[src/inc/fsc_regs.vh]
// Constants for the flash status-read controller
`ifndef FSC_REGS_VH
`define FSC_REGS_VH
// ==========================================
// APB register offsets
`define FSC_OFF_CTRL 12'h000
`define FSC_OFF_CMD 12'h004
`define FSC_OFF_STAT 12'h008
`define FSC_OFF_RESULT 12'h00C
// ==========================================
// Control register fields
`define FSC_CTRL_GO 0
`define FSC_CTRL_CLEAR 1
`define FSC_CTRL_POLL 2
// Controller status register fields
`define FSC_STAT_BUSY 0
`define FSC_STAT_DONE 1
`define FSC_STAT_VALID 2
`define FSC_STAT_READY 3
// ==========================================
// Device status word bit positions
`define FSC_BIT_READY 7
`define FSC_BIT_ESUSP 6
`define FSC_BIT_EFAIL 5
`define FSC_BIT_PFAIL 4
`define FSC_BIT_ABORT 3
`define FSC_BIT_PSUSP 2
`define FSC_BIT_LOCK 1
`define FSC_BIT_CONT 0
// Meaningful bits 7..1 of the status word
`define FSC_STATUS_MASK 16'h0000_00FE
// ==========================================
// Reset values
`define FSC_RST_CMD 32'h0000_0000
// ==========================================
// Bus timing in ns and derived cycle counts at 100 ns
`define FSC_CLK_NS 100
`define FSC_PULSE_NS 100
`define FSC_RECOV_NS 35
// Extra read cycles spent in the data synchroniser
`define FSC_SYNC_CYC 4
`define FSC_PULSE_CYC ((`FSC_PULSE_NS + `FSC_CLK_NS - 1) / `FSC_CLK_NS)
`define FSC_RECOV_CYC ((`FSC_RECOV_NS + `FSC_CLK_NS - 1) / `FSC_CLK_NS)
`endif

[src/rtl/fsc_sync.v]
// Three-stage synchroniser for the flash data bus
`timescale 1ns/10ps
module fsc_sync #(
  parameter W = 16
) (
  // Clock and reset
  input wire pclk,
  input wire presetn,
  // Data
  input wire [W-1:0] din,
  output reg [W-1:0] dout
);
  reg [W-1:0] s1;
  reg [W-1:0] s2;
  reg [W-1:0] s3;
  // ==========================================
  // Sync chain; output updates once stages two and three agree
  always @(posedge pclk or negedge presetn) begin
    if (!presetn) begin
      s1 <= {W{1'b0}};
      s2 <= {W{1'b0}};
      s3 <= {W{1'b0}};
      dout <= {W{1'b0}};
    end else begin
      s1 <= din;
      s2 <= s1;
      s3 <= s2;
      if (s2 == s3) begin
        dout <= s3;
      end
    end
  end
endmodule // fsc_sync

[src/rtl/fsc_ctrl.v]
// Host controller that reads the flash status word over the parallel bus
// How it works
// - Hold select high for recovery after read
// - Host ignores upper byte bits 15..8
// - Host masks continuity bit 0
// - Bits 6..1 valid only when ready
// - After suspend, poll until ready
`timescale 1ns/10ps
`include "fsc_regs.vh"
module fsc_ctrl #(
  parameter AW = 23,
  parameter DW = 16,
  parameter [DW-1:0] STATUS_READ_DATA = 16'h0070,
  parameter [DW-1:0] CLEAR_DATA = 16'h0071,
  parameter [AW-1:0] CMD_ADDR = 23'h00_0555
) (
  // APB slave
  input wire pclk,
  input wire presetn,
  input wire psel,
  input wire penable,
  input wire pwrite,
  input wire [11:0] paddr,
  input wire [31:0] pwdata,
  output reg [31:0] prdata,
  output wire pready,
  output wire pslverr,
  // Flash parallel bus
  output reg [AW-1:0] flash_addr,
  output reg flash_select_n,
  output reg flash_oe_n,
  output reg flash_we_n,
  input wire [DW-1:0] flash_dq_in,
  output reg [DW-1:0] flash_dq_out,
  output reg flash_dq_oe
);
  localparam [2:0] ST_IDLE = 3'd0;
  localparam [2:0] ST_WR = 3'd1;
  localparam [2:0] ST_RECW = 3'd2;
  localparam [2:0] ST_RD = 3'd3;
  localparam [2:0] ST_CAP = 3'd4;
  localparam [2:0] ST_RECR = 3'd5;
  // Counts are integers; cut to the counter width on purpose
  localparam [31:0] PULSE_W = `FSC_PULSE_CYC;
  localparam [31:0] RECOV_W = `FSC_RECOV_CYC;
  localparam [31:0] SYNC_W = `FSC_SYNC_CYC;
  localparam [7:0] PULSE = PULSE_W[7:0];
  localparam [7:0] RECOV = RECOV_W[7:0];
  localparam [7:0] SYNC = SYNC_W[7:0];

  reg [2:0] state;
  reg [7:0] cnt;
  reg is_clear;
  reg poll;
  reg done;
  reg valid;
  reg [DW-1:0] status;
  reg [31:0] ctrl_cmd;
  wire [DW-1:0] dq_sync;
  wire wr_acc;
  wire rd_acc;
  wire busy;

  // ==========================================
  // Input synchroniser for read data
  fsc_sync #(.W(DW)) u_sync (
    .pclk(pclk),
    .presetn(presetn),
    .din(flash_dq_in),
    .dout(dq_sync)
  );

  // Masked view: keep bits 7..1 only
  function [DW-1:0] fsc_mask;
    input [DW-1:0] w;
    begin
      fsc_mask = w & `FSC_STATUS_MASK;
    end
  endfunction

  // ==========================================
  // APB slave, zero wait states
  assign pready = 1'b1;
  assign pslverr = 1'b0;
  assign wr_acc = psel & penable & pwrite;
  assign rd_acc = psel & penable & ~pwrite;
  assign busy = (state != ST_IDLE);

  // Read mux
  always @* begin
    case (paddr)
      `FSC_OFF_CTRL: prdata = {29'd0, poll, 2'b00};
      `FSC_OFF_CMD: prdata = ctrl_cmd;
      `FSC_OFF_STAT: prdata = {28'd0,
        status[`FSC_BIT_READY], valid, done, busy};
      `FSC_OFF_RESULT: prdata = {16'd0, fsc_mask(status)};
      default: prdata = 32'h0000_0000;
    endcase
  end

  // ==========================================
  // Sequencer: command write, recovery; for a status read also one read, recovery
  always @(posedge pclk or negedge presetn) begin
    if (!presetn) begin
      state <= ST_IDLE;
      cnt <= 8'd0;
      is_clear <= 1'b0;
      poll <= 1'b0;
      done <= 1'b0;
      valid <= 1'b0;
      status <= {DW{1'b0}};
      ctrl_cmd <= `FSC_RST_CMD;
      flash_addr <= {AW{1'b0}};
      flash_select_n <= 1'b1;
      flash_oe_n <= 1'b1;
      flash_we_n <= 1'b1;
      flash_dq_out <= {DW{1'b0}};
      flash_dq_oe <= 1'b0;
    end else begin
      if (wr_acc && paddr == `FSC_OFF_CMD) begin
        ctrl_cmd <= pwdata;
      end
      if (wr_acc && paddr == `FSC_OFF_CTRL) begin
        poll <= pwdata[`FSC_CTRL_POLL];
      end
      case (state)
        ST_IDLE: begin
          if (wr_acc && paddr == `FSC_OFF_CTRL &&
              (pwdata[`FSC_CTRL_GO] || pwdata[`FSC_CTRL_CLEAR])) begin
            // Issue command as a bus write cycle
            is_clear <= pwdata[`FSC_CTRL_CLEAR];
            done <= 1'b0;
            flash_addr <= CMD_ADDR;
            flash_dq_out <= pwdata[`FSC_CTRL_CLEAR] ? CLEAR_DATA
                                                    : STATUS_READ_DATA;
            flash_dq_oe <= 1'b1;
            flash_select_n <= 1'b0;
            flash_we_n <= 1'b0;
            cnt <= PULSE;
            state <= ST_WR;
          end
        end
        ST_WR: begin
          if (cnt > 8'd1) begin
            cnt <= cnt - 8'd1;
          end else begin
            flash_we_n <= 1'b1;
            flash_select_n <= 1'b1;
            flash_dq_oe <= 1'b0;
            cnt <= RECOV;
            state <= ST_RECW;
          end
        end
        ST_RECW: begin
          if (cnt > 8'd1) begin
            cnt <= cnt - 8'd1;
          end else if (is_clear) begin
            done <= 1'b1;
            state <= ST_IDLE;
          end else begin
            // Single overlay read at any address
            flash_select_n <= 1'b0;
            flash_oe_n <= 1'b0;
            cnt <= PULSE + SYNC;
            state <= ST_RD;
          end
        end
        ST_RD: begin
          if (cnt > 8'd1) begin
            cnt <= cnt - 8'd1;
          end else begin
            state <= ST_CAP;
          end
        end
        ST_CAP: begin
          // Capture the 16-bit word then end the read
          status <= dq_sync;
          valid <= dq_sync[`FSC_BIT_READY];
          flash_oe_n <= 1'b1;
          flash_select_n <= 1'b1;
          cnt <= RECOV;
          state <= ST_RECR;
        end
        ST_RECR: begin
          // Hold select and enable high for recovery
          if (cnt > 8'd1) begin
            cnt <= cnt - 8'd1;
          end else if (poll && !status[`FSC_BIT_READY]) begin
            // Keep polling until the device is ready
            flash_addr <= CMD_ADDR;
            flash_dq_out <= STATUS_READ_DATA;
            flash_dq_oe <= 1'b1;
            flash_select_n <= 1'b0;
            flash_we_n <= 1'b0;
            cnt <= PULSE;
            state <= ST_WR;
          end else begin
            done <= 1'b1;
            state <= ST_IDLE;
          end
        end
        default: begin
          state <= ST_IDLE;
        end
      endcase
    end
  end
endmodule // fsc_ctrl

[config.mk]
export PLATFORM = sky130hd
export DESIGN_NAME = fsc_ctrl
export DESIGN_NICKNAME = d
export VERILOG_FILES = /design/src/rtl/fsc_sync.v /design/src/rtl/fsc_ctrl.v
export VERILOG_INCLUDE_DIRS = /design/src /design/src/inc
export SDC_FILE = /design/constraint.sdc
export NUM_CORES = 1
export LEC_CHECK = 0
export BUFFER_PORTS_ARGS = -buffer_cell sky130_fd_sc_hd__buf_4
export CORE_UTILIZATION = 40
export CTS_CLUSTER_DIAMETER = 60
export CTS_CLUSTER_SIZE = 10
export DETAILED_ROUTE_END_ITERATION = 6
export PLACE_DENSITY = 0.69
export REMOVE_ABC_BUFFERS = 1
export SLEW_MARGIN = 20
export SYNTH_ARGS = -nofsm -noshare
export SYNTH_HDL_FRONTEND = slang
export SYNTH_SLANG_ARGS = --single-unit
[constraint.sdc]
create_clock -name pclk -period 10.54 [get_ports pclk]
set_input_delay 3.162 -clock pclk [delete_from_list [all_inputs] [get_ports pclk]]
set_output_delay 3.162 -clock pclk [all_outputs]
set_load 0.01 [all_outputs]
==> flow_summary_export.csv, run 1 <==
group,metric,value,unit
cts,insertion_delay,0.40,ns
cts,clk_path_buf_depth,2,
cts,cts_buffers,17,
power,ir_drop,166.5,uV
power,p_int,0.9312,mW
cells_and_area,final_area,0.006344,sq mm
cells_and_area,n_antenna_cell,0,
route,vias,3273,
route,drt-vias-per-instance,4.723,
yosys,yosys-top-cells-area,"dfrtp_1 (56%), mux2_2 (11%), buf_4 (5.9%), and2_1 (3.1%), xor2_1 (2.8%)",
power,p_sw_frac,0.3087,
route,wl_per_cell,13.25,microns
die,io_pins,142,
place,hpwl,6459,microns
route,drtIter0Drc,158,
worst_setup_path,cp_data_required_time,7.38,ns
die,start_util,0.4117,
grt,track_usage,0.1548,
grt,grt_pass1_wl,15480,microns
worst_setup_path,cp_max_fo,24,
die,rows,40,
timing,maxSlewHeadroom,0.3061,
run_status,status,"completed",
worst_setup_path,crit_start,"paddr[1]",
timing,hold_viol,0,
power,share_comb_of_total_power,0.208,
worst_setup_path,crit_type,"primary input to primary output",
hold_path,hold_path_class,"flip-flop to flip-flop",
hold_path,worstHoldStart,"u_sync.s1[2]",
yosys,yosysTopAreaCellShare,0.5593,
yosys,yosysTopAreaCell,"dfrtp_1",
route,drt_first_pass_iters,7,
yosys,synth_warnings,0,
route,wl,9181,microns
grt,antenna_found_initial,0,
power,clock_power_share,0.414,
power,p_sw,0.4159,mW
timing,period_needed,8.573,ns
place,post_dp_cell_area,0.005757,sq mm
cts,root_buffer,"clkbuf_16",
cts,cts.clk_slew.worst_paths,0.05,ns
place,place_congestion,0.7800,
timing,maxSlewViolCount,0,
cells_and_area,fin_util,0.5259,
timing,finClkSkew,0.005498,ns
power,leakagePower,3.175,nW
cts,clock_sinks,114,
cells_and_area,synthToLayoutAreaGrowth,27.74,%
die,fp.dieH,113.4,microns
die,die_area,0.01286,sq mm
yosys,synth.avg_cell_area,12.26,sq um
yosys,yosysSeqAreaShare,0.5752,
timing,setup_violations,0,
cts,h-tree-depth,4,
timing,worst_slew_pin_slew,1.033,ns
worst_setup_path,startpoint_type,"primary input",
flow_run,maxCapViolCount,0,
yosys,synth_area,0.004966,sq mm
cells_and_area,fill_cells,1021,
timing,max_freq,116.6,MHz
place,io_buffer_count,110,
cells_and_area,drive_gt1_frac,0.3886,
cts,post_cts_resized,0,
cells_and_area,final_nets,579,
timing,finalSetupTns,0,ns
cells_and_area,multiInputGateArea,0.001815,sq mm
cts,post_cts_buffers,0,
cts,cts_tree,"yes",
worst_setup_path,crit_path_end_kind,"primary output",
yosys,synth_async_sr_flop_share,1.000,
cells_and_area,seqCellArea,0.002856,sq mm
timing,fin_crit_sh,0.8134,
worst_setup_path,arrival,5.41,ns
yosys,ys_seq_elements,114,
route,ant_nets,0,
grt,grt_pass1_vias,3198,
grt,grt-ovfl-total,0,
route,drc,0,
yosys,ys.flop_type,"dfrtp_1",
power,seqPwrFrac,0.378,
timing,rsz0062_at_grt,"no",
yosys,synth_edf_count,0,
grt,grt_max_degree,89,
yosys,synthCells,405,
power,powerDensity,212.4,mW/mm^2
die,die_w,113.4,microns
worst_setup_path,r2r-start,"cnt[6]",
yosys,netlist-cell-type-count,48,
cts,hold_buffers,0,
die,core_area,0.01206,sq mm
cells in the mapped netlist, types with 3 or more instances:
cell	count
a21o_1	3
a21oi_1	7
a22oi_1	4
a31oi_1	5
and2_1	25
buf_4	39
buf_6	3
clkbuf_1	10
dfrtp_1	111
dfstp_2	3
inv_1	9
mux2_1	3
mux2_2	48
mux2i_1	4
nand2_1	17
nand2b_1	3
nand3_1	7
nor2_1	21
nor2b_1	6
nor3_1	7
nor4_1	4
o21ai_0	10
o22ai_1	4
or2_2	3
or3_1	3
xor2_1	16
worst paths after layout:
path                             endpoint  slack (ns)  cells past startpoint
setup / recovery               prdata[17]        1.97                      6
setup reg to reg           flash_select_n        7.96                      5
max in group asynchronous        state[2]        6.81                      2
hold reg to reg              u_sync.s2[2]        0.35                      0
hold / removal               u_sync.s2[2]        0.35                      0
min in group asynchronous    ctrl_cmd[29]        2.67                      1
placed cells by master (no fill, tap or decap), types with 2 or more instances in the layout:
cell type / Yosys / routed
clkbuf_16: 0 / 17
or4_1: 2 / 2
a21o_1: 3 / 3
a31oi_1: 5 / 5
a22oi_1: 4 / 4
dfstp_2: 3 / 3
inv_1: 9 / 9
mux2_1: 3 / 3
nor2_1: 21 / 21
mux2i_1: 4 / 4
nand3b_1: 2 / 2
and2_1: 25 / 25
conb_1: 2 / 31
dfrtp_1: 111 / 111
ha_1: 2 / 2
nand4_1: 2 / 2
clkinvlp_4: 0 / 2
or3_1: 3 / 3
buf_4: 39 / 111
xor2_1: 16 / 16
nand2_1: 17 / 17
o22ai_1: 4 / 4
a22o_1: 2 / 2
nand3_1: 7 / 7
a211o_1: 2 / 2
mux2_2: 48 / 48
nor4_1: 4 / 4
o21ai_0: 10 / 10
nor3_1: 7 / 7
o31ai_1: 2 / 2
nor2b_1: 6 / 6
a21oi_1: 7 / 7
or2_2: 3 / 3
clkinv_4: 0 / 4
inv_6: 0 / 6
nand2b_1: 3 / 3
registers in the layout (all words and copies together) (netlist names), 3 cells and up:
register	flops
u_sync.s1	16
cnt	8
state	3
ctrl_cmd	32
u_sync.s2	16
u_sync.s3	16
u_sync.dout	7
status	7
power groups by stage:
stage / Sequential [mW] / Combinational (mW) / Clock (mW)
2_1_floorplan: 0.519 / 0.167 / 0
3_3_place_gp: 0.514 / 0.269 / 0
3_5_place_dp: 0.517 / 0.278 / 0
4_1_cts: 0.509 / 0.280 / 0.569
5_1_grt: 0.515 / 0.310 / 0.591
6_report: 0.509 / 0.281 / 0.557
layout make-up:
cell class | count | area share
sequential | 114 | 0.4503
clock buffer | 18 | 0.06923
multi-input combinational | 258 | 0.2862
tap | 168 | 0.03314
inverter | 9 | 0.005325
clock inverter | 14 | 0.02268
timing repair buffer | 112 | 0.1331
worst max-delay path: stages:
cell and delay, ns:
buf_4 0.10, or4_1 0.62, or4_1 0.57, nor2_2 0.59, and2_1 0.23, buf_4 0.12
per-stage QoR:
stage | power, mW | hold slack (ns) | instances | worst slack (ns)
after global placement | 0.7835 | 0.3338 | 661 | 2.038
after floorplan | 0.6858 | 0.3312 | 381 | 2.469
after detailed placement | 0.7947 | 0.3347 | 661 | 1.952
after global routing | 1.416 | 0.3525 | 693 | 1.716
final | 1.347 | 0.3454 | 693 | 1.967
after CTS | 1.358 | 0.3473 | 693 | 1.942
metal layers:
layer | part of all wire | wire [microns] | up-vias | track usage
li1 | - | - | 1542 | -
met1 | 0.44 | 4023 | 1600 | 0.2014
met2 | 0.50 | 4564 | 121 | 0.2438
met3 | 0.052 | 482 | 10 | 0.05101
met4 | 0.012 | 111 | 0 | 0.05351
met5 | 0 | 0 | - | 0
kinds of logic after synthesis:
group           count (synthesis)  synth area share
compound gates                 45           0.05896
fa+ha+maj                       2          0.005038
buf+inv                        62           0.08113
flops                         114            0.5752
mux                            56            0.1282
other cells                     2          0.001512
simple gates                  107            0.1199
xor+xnor                       17           0.02998
(Power assumes the default switching activity.)
==> run 2: changes to the inputs <==
--- a/config.mk
+++ b/config.mk
@@ -11,7 +11,7 @@
 export CTS_CLUSTER_DIAMETER = 60
 export CTS_CLUSTER_SIZE = 10
 export DETAILED_ROUTE_END_ITERATION = 6
-export PLACE_DENSITY = 0.69
+export PLACE_DENSITY = 0.72
 export REMOVE_ABC_BUFFERS = 1
 export SLEW_MARGIN = 20
 export SYNTH_ARGS = -nofsm -noshare
==> constraint.sdc (replaced) <==
create_clock -name pclk -period 7.8 [get_ports pclk]
set_input_delay 2.34 -clock pclk [delete_from_list [all_inputs] [get_ports pclk]]
set_output_delay 2.34 -clock pclk [all_outputs]
set_load 0.01 [all_outputs]
==> flow_summary_export.csv, run 2 (synthesized netlist as in run 1, its figures left out) <==
group,metric,value,unit
worst_setup_path,crit_type,"primary input to primary output",
route,vias,3274,
cells_and_area,largest_reg_flops,32,
route,drt-vias-per-instance,4.731,
worst_setup_path,crit_path_end_kind,"primary output",
route,wl,9229,microns
die,core_area,0.01206,sq mm
timing,maxSlewViolCount,0,
route,drc,0,
timing,finalSetupTns,0,ns
cts,post_cts_resized,0,
timing,hold_viol,0,
cells_and_area,layoutNonFillerInstCount,692,
timing,maxSlewHeadroom,0.3089,
die,fp.dieH,113.4,microns
die,rows,40,
cells_and_area,drive_gt1_frac,0.3798,
cts,hold_buffers,0,
cts,clock_sinks,114,
cells_and_area,multiInputGateArea,0.001815,sq mm
grt,grt-ovfl-total,0,
die,start_util,0.4117,
cts,cts_tree,"yes",
place,placed_cells,661,
timing,max_freq,144.1,MHz
route,ant_nets,0,
timing,fin_crit_sh,0.8897,
cells_and_area,final_nets,579,
grt,grt_pass1_wl,15660,microns
timing,setup_violations,0,
die,io_pins,142,
grt,track_usage,0.1588,
timing,finClkSkew,0.006864,ns
cells_and_area,seqCellArea,0.002856,sq mm
cts,root_buffer,"clkbuf_16",
cells_and_area,top_register,"ctrl_cmd",
cts,cts_buffers,17,
grt,antenna_found_initial,0,
route,wl_per_cell,13.34,microns
cells_and_area,final_cell_mix,"buf_4 (112), dfrtp_1 (111), mux2_2 (48), conb_1 (31), and2_1 (25)",
timing,rsz0062_at_grt,"no",
flow_run,maxCapViolCount,0,
cells_and_area,n_antenna_cell,0,
cts,cts.clk_slew.worst_paths,0.05,ns
place,io_buffer_count,110,
route,drt_first_pass_iters,4,
cells_and_area,synthToLayoutAreaGrowth,27.74,%
power,leakagePower,3.174,nW
cells_and_area,fin_util,0.5259,
worst_setup_path,cp_data_required_time,5.46,ns
cts,insertion_delay,0.40,ns
worst_setup_path,startpoint_type,"primary input",
cells_and_area,layout_commonest_cell,"buf_4",
hold_path,hold_path_class,"flip-flop to flip-flop",
place,hpwl,6602,microns
grt,grt_pass1_vias,3279,
worst_setup_path,arrival,4.60,ns
route,drtIter0Drc,192,
cells_and_area,fill_cells,1050,
run_status,status,"completed",
place,place_congestion,0.8077,
die,die_area,0.01286,sq mm
timing,period_needed,6.940,ns
cts,h-tree-depth,4,
die,die_w,113.4,microns
cts,post_cts_buffers,0,
timing,worst_slew_pin_slew,1.029,ns
worst_setup_path,cp_max_fo,24,
power,ir_drop,181.6,uV
grt,grt_max_degree,59,
power,powerDensity,288.0,mW/mm^2
cts,clk_path_buf_depth,2,
[run 2: cell count changes in the layout (fill, tap and decap cells not counted)]
cell and change:
buf_6 -1, clkbuf_1 +4, clkinv_2 +2, buf_4 +1
clkinv_4 -2, bufinv_16 +2, inv_8 -1, inv_6 -6
[run 2: where the power goes]
group | switching (mW) | internal (mW) | total, mW
clock | 0.250 | 0.508 | 0.758
combinational | 0.216 | 0.164 | 0.380
sequential | 0.0507 | 0.638 | 0.689
total | 0.517 | 1.31 | 1.83
[run 2: final cells by class]
| class | instances | area share |
|---|---|---|
| Clock buffer | 22 | 0.07160 |
| Timing Repair Buffer | 112 | 0.1325 |
| Inverter | 9 | 0.005325 |
| Clock inverter | 9 | 0.02091 |
| Multi-Input combinational cell | 258 | 0.2862 |
| Tap cell | 168 | 0.03314 |
| Sequential cell | 114 | 0.4503 |
[run 2: routing by layer]
| layer | global-route usage | wire length (microns) | up-vias |
|---|---|---|---|
| met4 | 0.06667 | 161 | 0 |
| met1 | 0.1908 | 3850 | 1620 |
| met3 | 0.04995 | 405 | 14 |
| met5 | 0 | 0 | - |
| met2 | 0.2650 | 4811 | 100 |
| li1 | - | - | 1540 |
[run 2: final timing paths]
kind	from	endpoint	slack (ns)	cells after the start
worst max-delay path	paddr[1]	prdata[29]	0.86	6
worst min-delay path	u_sync.s1[6]	u_sync.s2[6]	0.34	0
worst max register to register	cnt[4]	flash_select_n	5.24	5
worst min register to register	u_sync.s1[6]	u_sync.s2[6]	0.34	0
max in group asynchronous	presetn	cnt[0]	4.63	2
min in group asynchronous	presetn	ctrl_cmd[17]	1.98	1
[run 2: worst max-delay path: stages]
cell	delay, ns
buf_4	0.11
or4_1	0.61
or4_1	0.57
nor2_2	0.61
and2_1	0.23
buf_4	0.12
[run 2: through the flow]
| stage | instance area, sq um | hold slack [ns] | power (mW) | setup WS (ns) |
|---|---|---|---|---|
| 2_1_floorplan | 4706 | 0.3312 | 0.9267 | 1.373 |
| 3_3_place_gp | 5757 | 0.3334 | 1.056 | 0.9618 |
| 3_5_place_dp | 5757 | 0.3347 | 1.073 | 0.8325 |
| 4_1_cts | 6344 | 0.3463 | 1.840 | 0.8311 |
| 5_1_grt | 6344 | 0.3511 | 1.925 | 0.6280 |
| 6_report | 6344 | 0.3440 | 1.827 | 0.8600 |
==> run 3: changes to the inputs <==
--- a/config.mk
+++ b/config.mk
@@ -11,9 +11,9 @@
 export CTS_CLUSTER_DIAMETER = 60
 export CTS_CLUSTER_SIZE = 10
 export DETAILED_ROUTE_END_ITERATION = 6
+export GPL_TIMING_DRIVEN = 0
 export PLACE_DENSITY = 0.72
 export REMOVE_ABC_BUFFERS = 1
-export SLEW_MARGIN = 20
 export SYNTH_ARGS = -nofsm -noshare
 export SYNTH_HDL_FRONTEND = slang
 export SYNTH_SLANG_ARGS = --single-unit
==> flow_summary_export.csv, run 3 (synthesized netlist as in run 1, its figures left out) <==
group,metric,value,unit
die,rows,40,
power,power,1.839,mW
timing,setup_violations,0,
cells_and_area,n_antenna_cell,0,
timing,maxSlewViolCount,0,
cells_and_area,layout_commonest_cell,"dfrtp_1",
hold_path,hold_path_class,"flip-flop to flip-flop",
cells_and_area,final_area,0.006401,sq mm
worst_setup_path,cp_max_fo,24,
cells_and_area,fill_cells,1015,
timing,worst_slew_pin_slew,1.002,ns
power,leakagePower,3.197,nW
die,fp.dieH,113.4,microns
worst_setup_path,crit_path_end_kind,"primary output",
cells_and_area,final_nets,580,
cts,cts.clk_slew.worst_paths,0.05,ns
timing,maxSlewHeadroom,0.3271,
timing,period_needed,6.964,ns
cells_and_area,drive_gt1_frac,0.3855,
cts,clock_sinks,114,
die,core_area,0.01206,sq mm
route,drtIter0Drc,144,
timing,rsz0062_at_grt,"no",
grt,grt_max_degree,115,
place,hpwl,6473,microns
die,die_area,0.01286,sq mm
timing,finClkSkew,0.006480,ns
cts,h-tree-depth,4,
cts,hold_buffers,0,
die,io_pins,142,
worst_setup_path,startpoint_type,"primary input",
power,powerDensity,287.3,mW/mm^2
timing,fin_crit_sh,0.8928,
place,io_buffer_count,110,
cells_and_area,seqCellArea,0.002856,sq mm
cells_and_area,largest_reg_flops,32,
route,vias,3238,
cts,root_buffer,"clkbuf_16",
grt,grt_pass1_wl,15050,microns
route,wl,9064,microns
cts,post_cts_resized,0,
flow_run,maxCapViolCount,0,
worst_setup_path,crit_type,"primary input to primary output",
place,post_dp_cell_area,0.005768,sq mm
timing,finalSetupTns,0,ns
power,ir_drop,192.9,uV
grt,grt_pass1_vias,3223,
die,start_util,0.4117,
run_status,status,"completed",
route,drt_first_pass_iters,4,
cts,cts_buffers,17,
cells_and_area,top_register,"ctrl_cmd",
route,drc,0,
route,drt-vias-per-instance,4.679,
worst_setup_path,arrival,4.62,ns
grt,track_usage,0.1515,
cells_and_area,final_cell_mix,"dfrtp_1 (111), buf_4 (109), mux2_2 (48), conb_1 (31), and2_1 (25)",
timing,hold_viol,0,
worst_setup_path,cp_data_required_time,5.46,ns
cells_and_area,synthToLayoutAreaGrowth,28.90,%
cts,cts_tree,"yes",
timing,max_freq,143.6,MHz
cts,insertion_delay,0.40,ns
route,wl_per_cell,13.10,microns
cts,clk_path_buf_depth,2,
cells_and_area,multiInputGateArea,0.001815,sq mm
grt,grt-ovfl-total,0,
route,ant_nets,0,
die,die_w,113.4,microns
place,place_congestion,0.7824,
grt,antenna_found_initial,0,
cts,post_cts_buffers,0,
==> run 3: cell types whose count changed in the layout (fill, tap and decap cells not counted), moves of 2 or more <==
cell,before,now
clkbuf_8,1,3
buf_4,112,109
buf_6,0,2
clkbuf_1,4,1
==> run 3: path summary, 6_finish.rpt <==
kind	start	slack, ns	to	cells past startpoint
setup / recovery	paddr[1]	0.84	prdata[26]	6
hold / removal	u_sync.s1[12]	0.34	u_sync.s2[12]	0
setup reg to reg	cnt[4]	5.38	flash_select_n	5
hold reg to reg	u_sync.s1[12]	0.34	u_sync.s2[12]	0
max in group asynchronous	presetn	5.30	u_sync.s3[11]	2
min in group asynchronous	presetn	1.83	ctrl_cmd[13]	1
==> run 3: routing by layer <==
layer / track usage / up-vias / wire, microns
li1: - / 1537 / -
met1: 0.1885 / 1578 / 3937
met2: 0.2409 / 110 / 4528
met3: 0.04729 / 13 / 433
met4: 0.07368 / 0 / 164
met5: 0 / - / 0
==> run 3: critical path, stage by stage <==
cell,delay [ns]
buf_4,0.11
or4_1,0.61
or4_1,0.59
nor2_2,0.62
and2_1,0.24
buf_4,0.12
==> run 3: area by class of cell <==
cell class,instances,area share
Timing Repair Buffer,113,0.1380
Multi-Input combinational cell,258,0.2836
Clock buffer,21,0.07349
Inverter,9,0.005278
Tap cell,168,0.03284
Sequential cell,114,0.4462
Clock inverter,9,0.02052
==> run 3: where the power goes <==
| group | internal, mW | leakage (nW) | total [mW] | switching (mW) |
|---|---|---|---|---|
| Combinational | 0.166 | 1.46 | 0.378 | 0.212 |
| Sequential | 0.638 | 1.45 | 0.688 | 0.0497 |
| Clock | 0.523 | 0.287 | 0.773 | 0.251 |
==> run 3: per-stage QoR <==
| stage | hold slack, ns | instances | utilization | setup slack [ns] |
|---|---|---|---|---|
| detailed placement | 0.3347 | 661 | 0.4782 | 0.8028 |
| CTS | 0.3463 | 691 | 0.5281 | 0.8211 |
| global placement | 0.3332 | 659 | 0.4760 | 0.8125 |
| floorplan | 0.3312 | 381 | - | 1.373 |
| finish | 0.3449 | 692 | 0.5307 | 0.8358 |
| global route | 0.3497 | 692 | 0.5307 | 0.6538 |
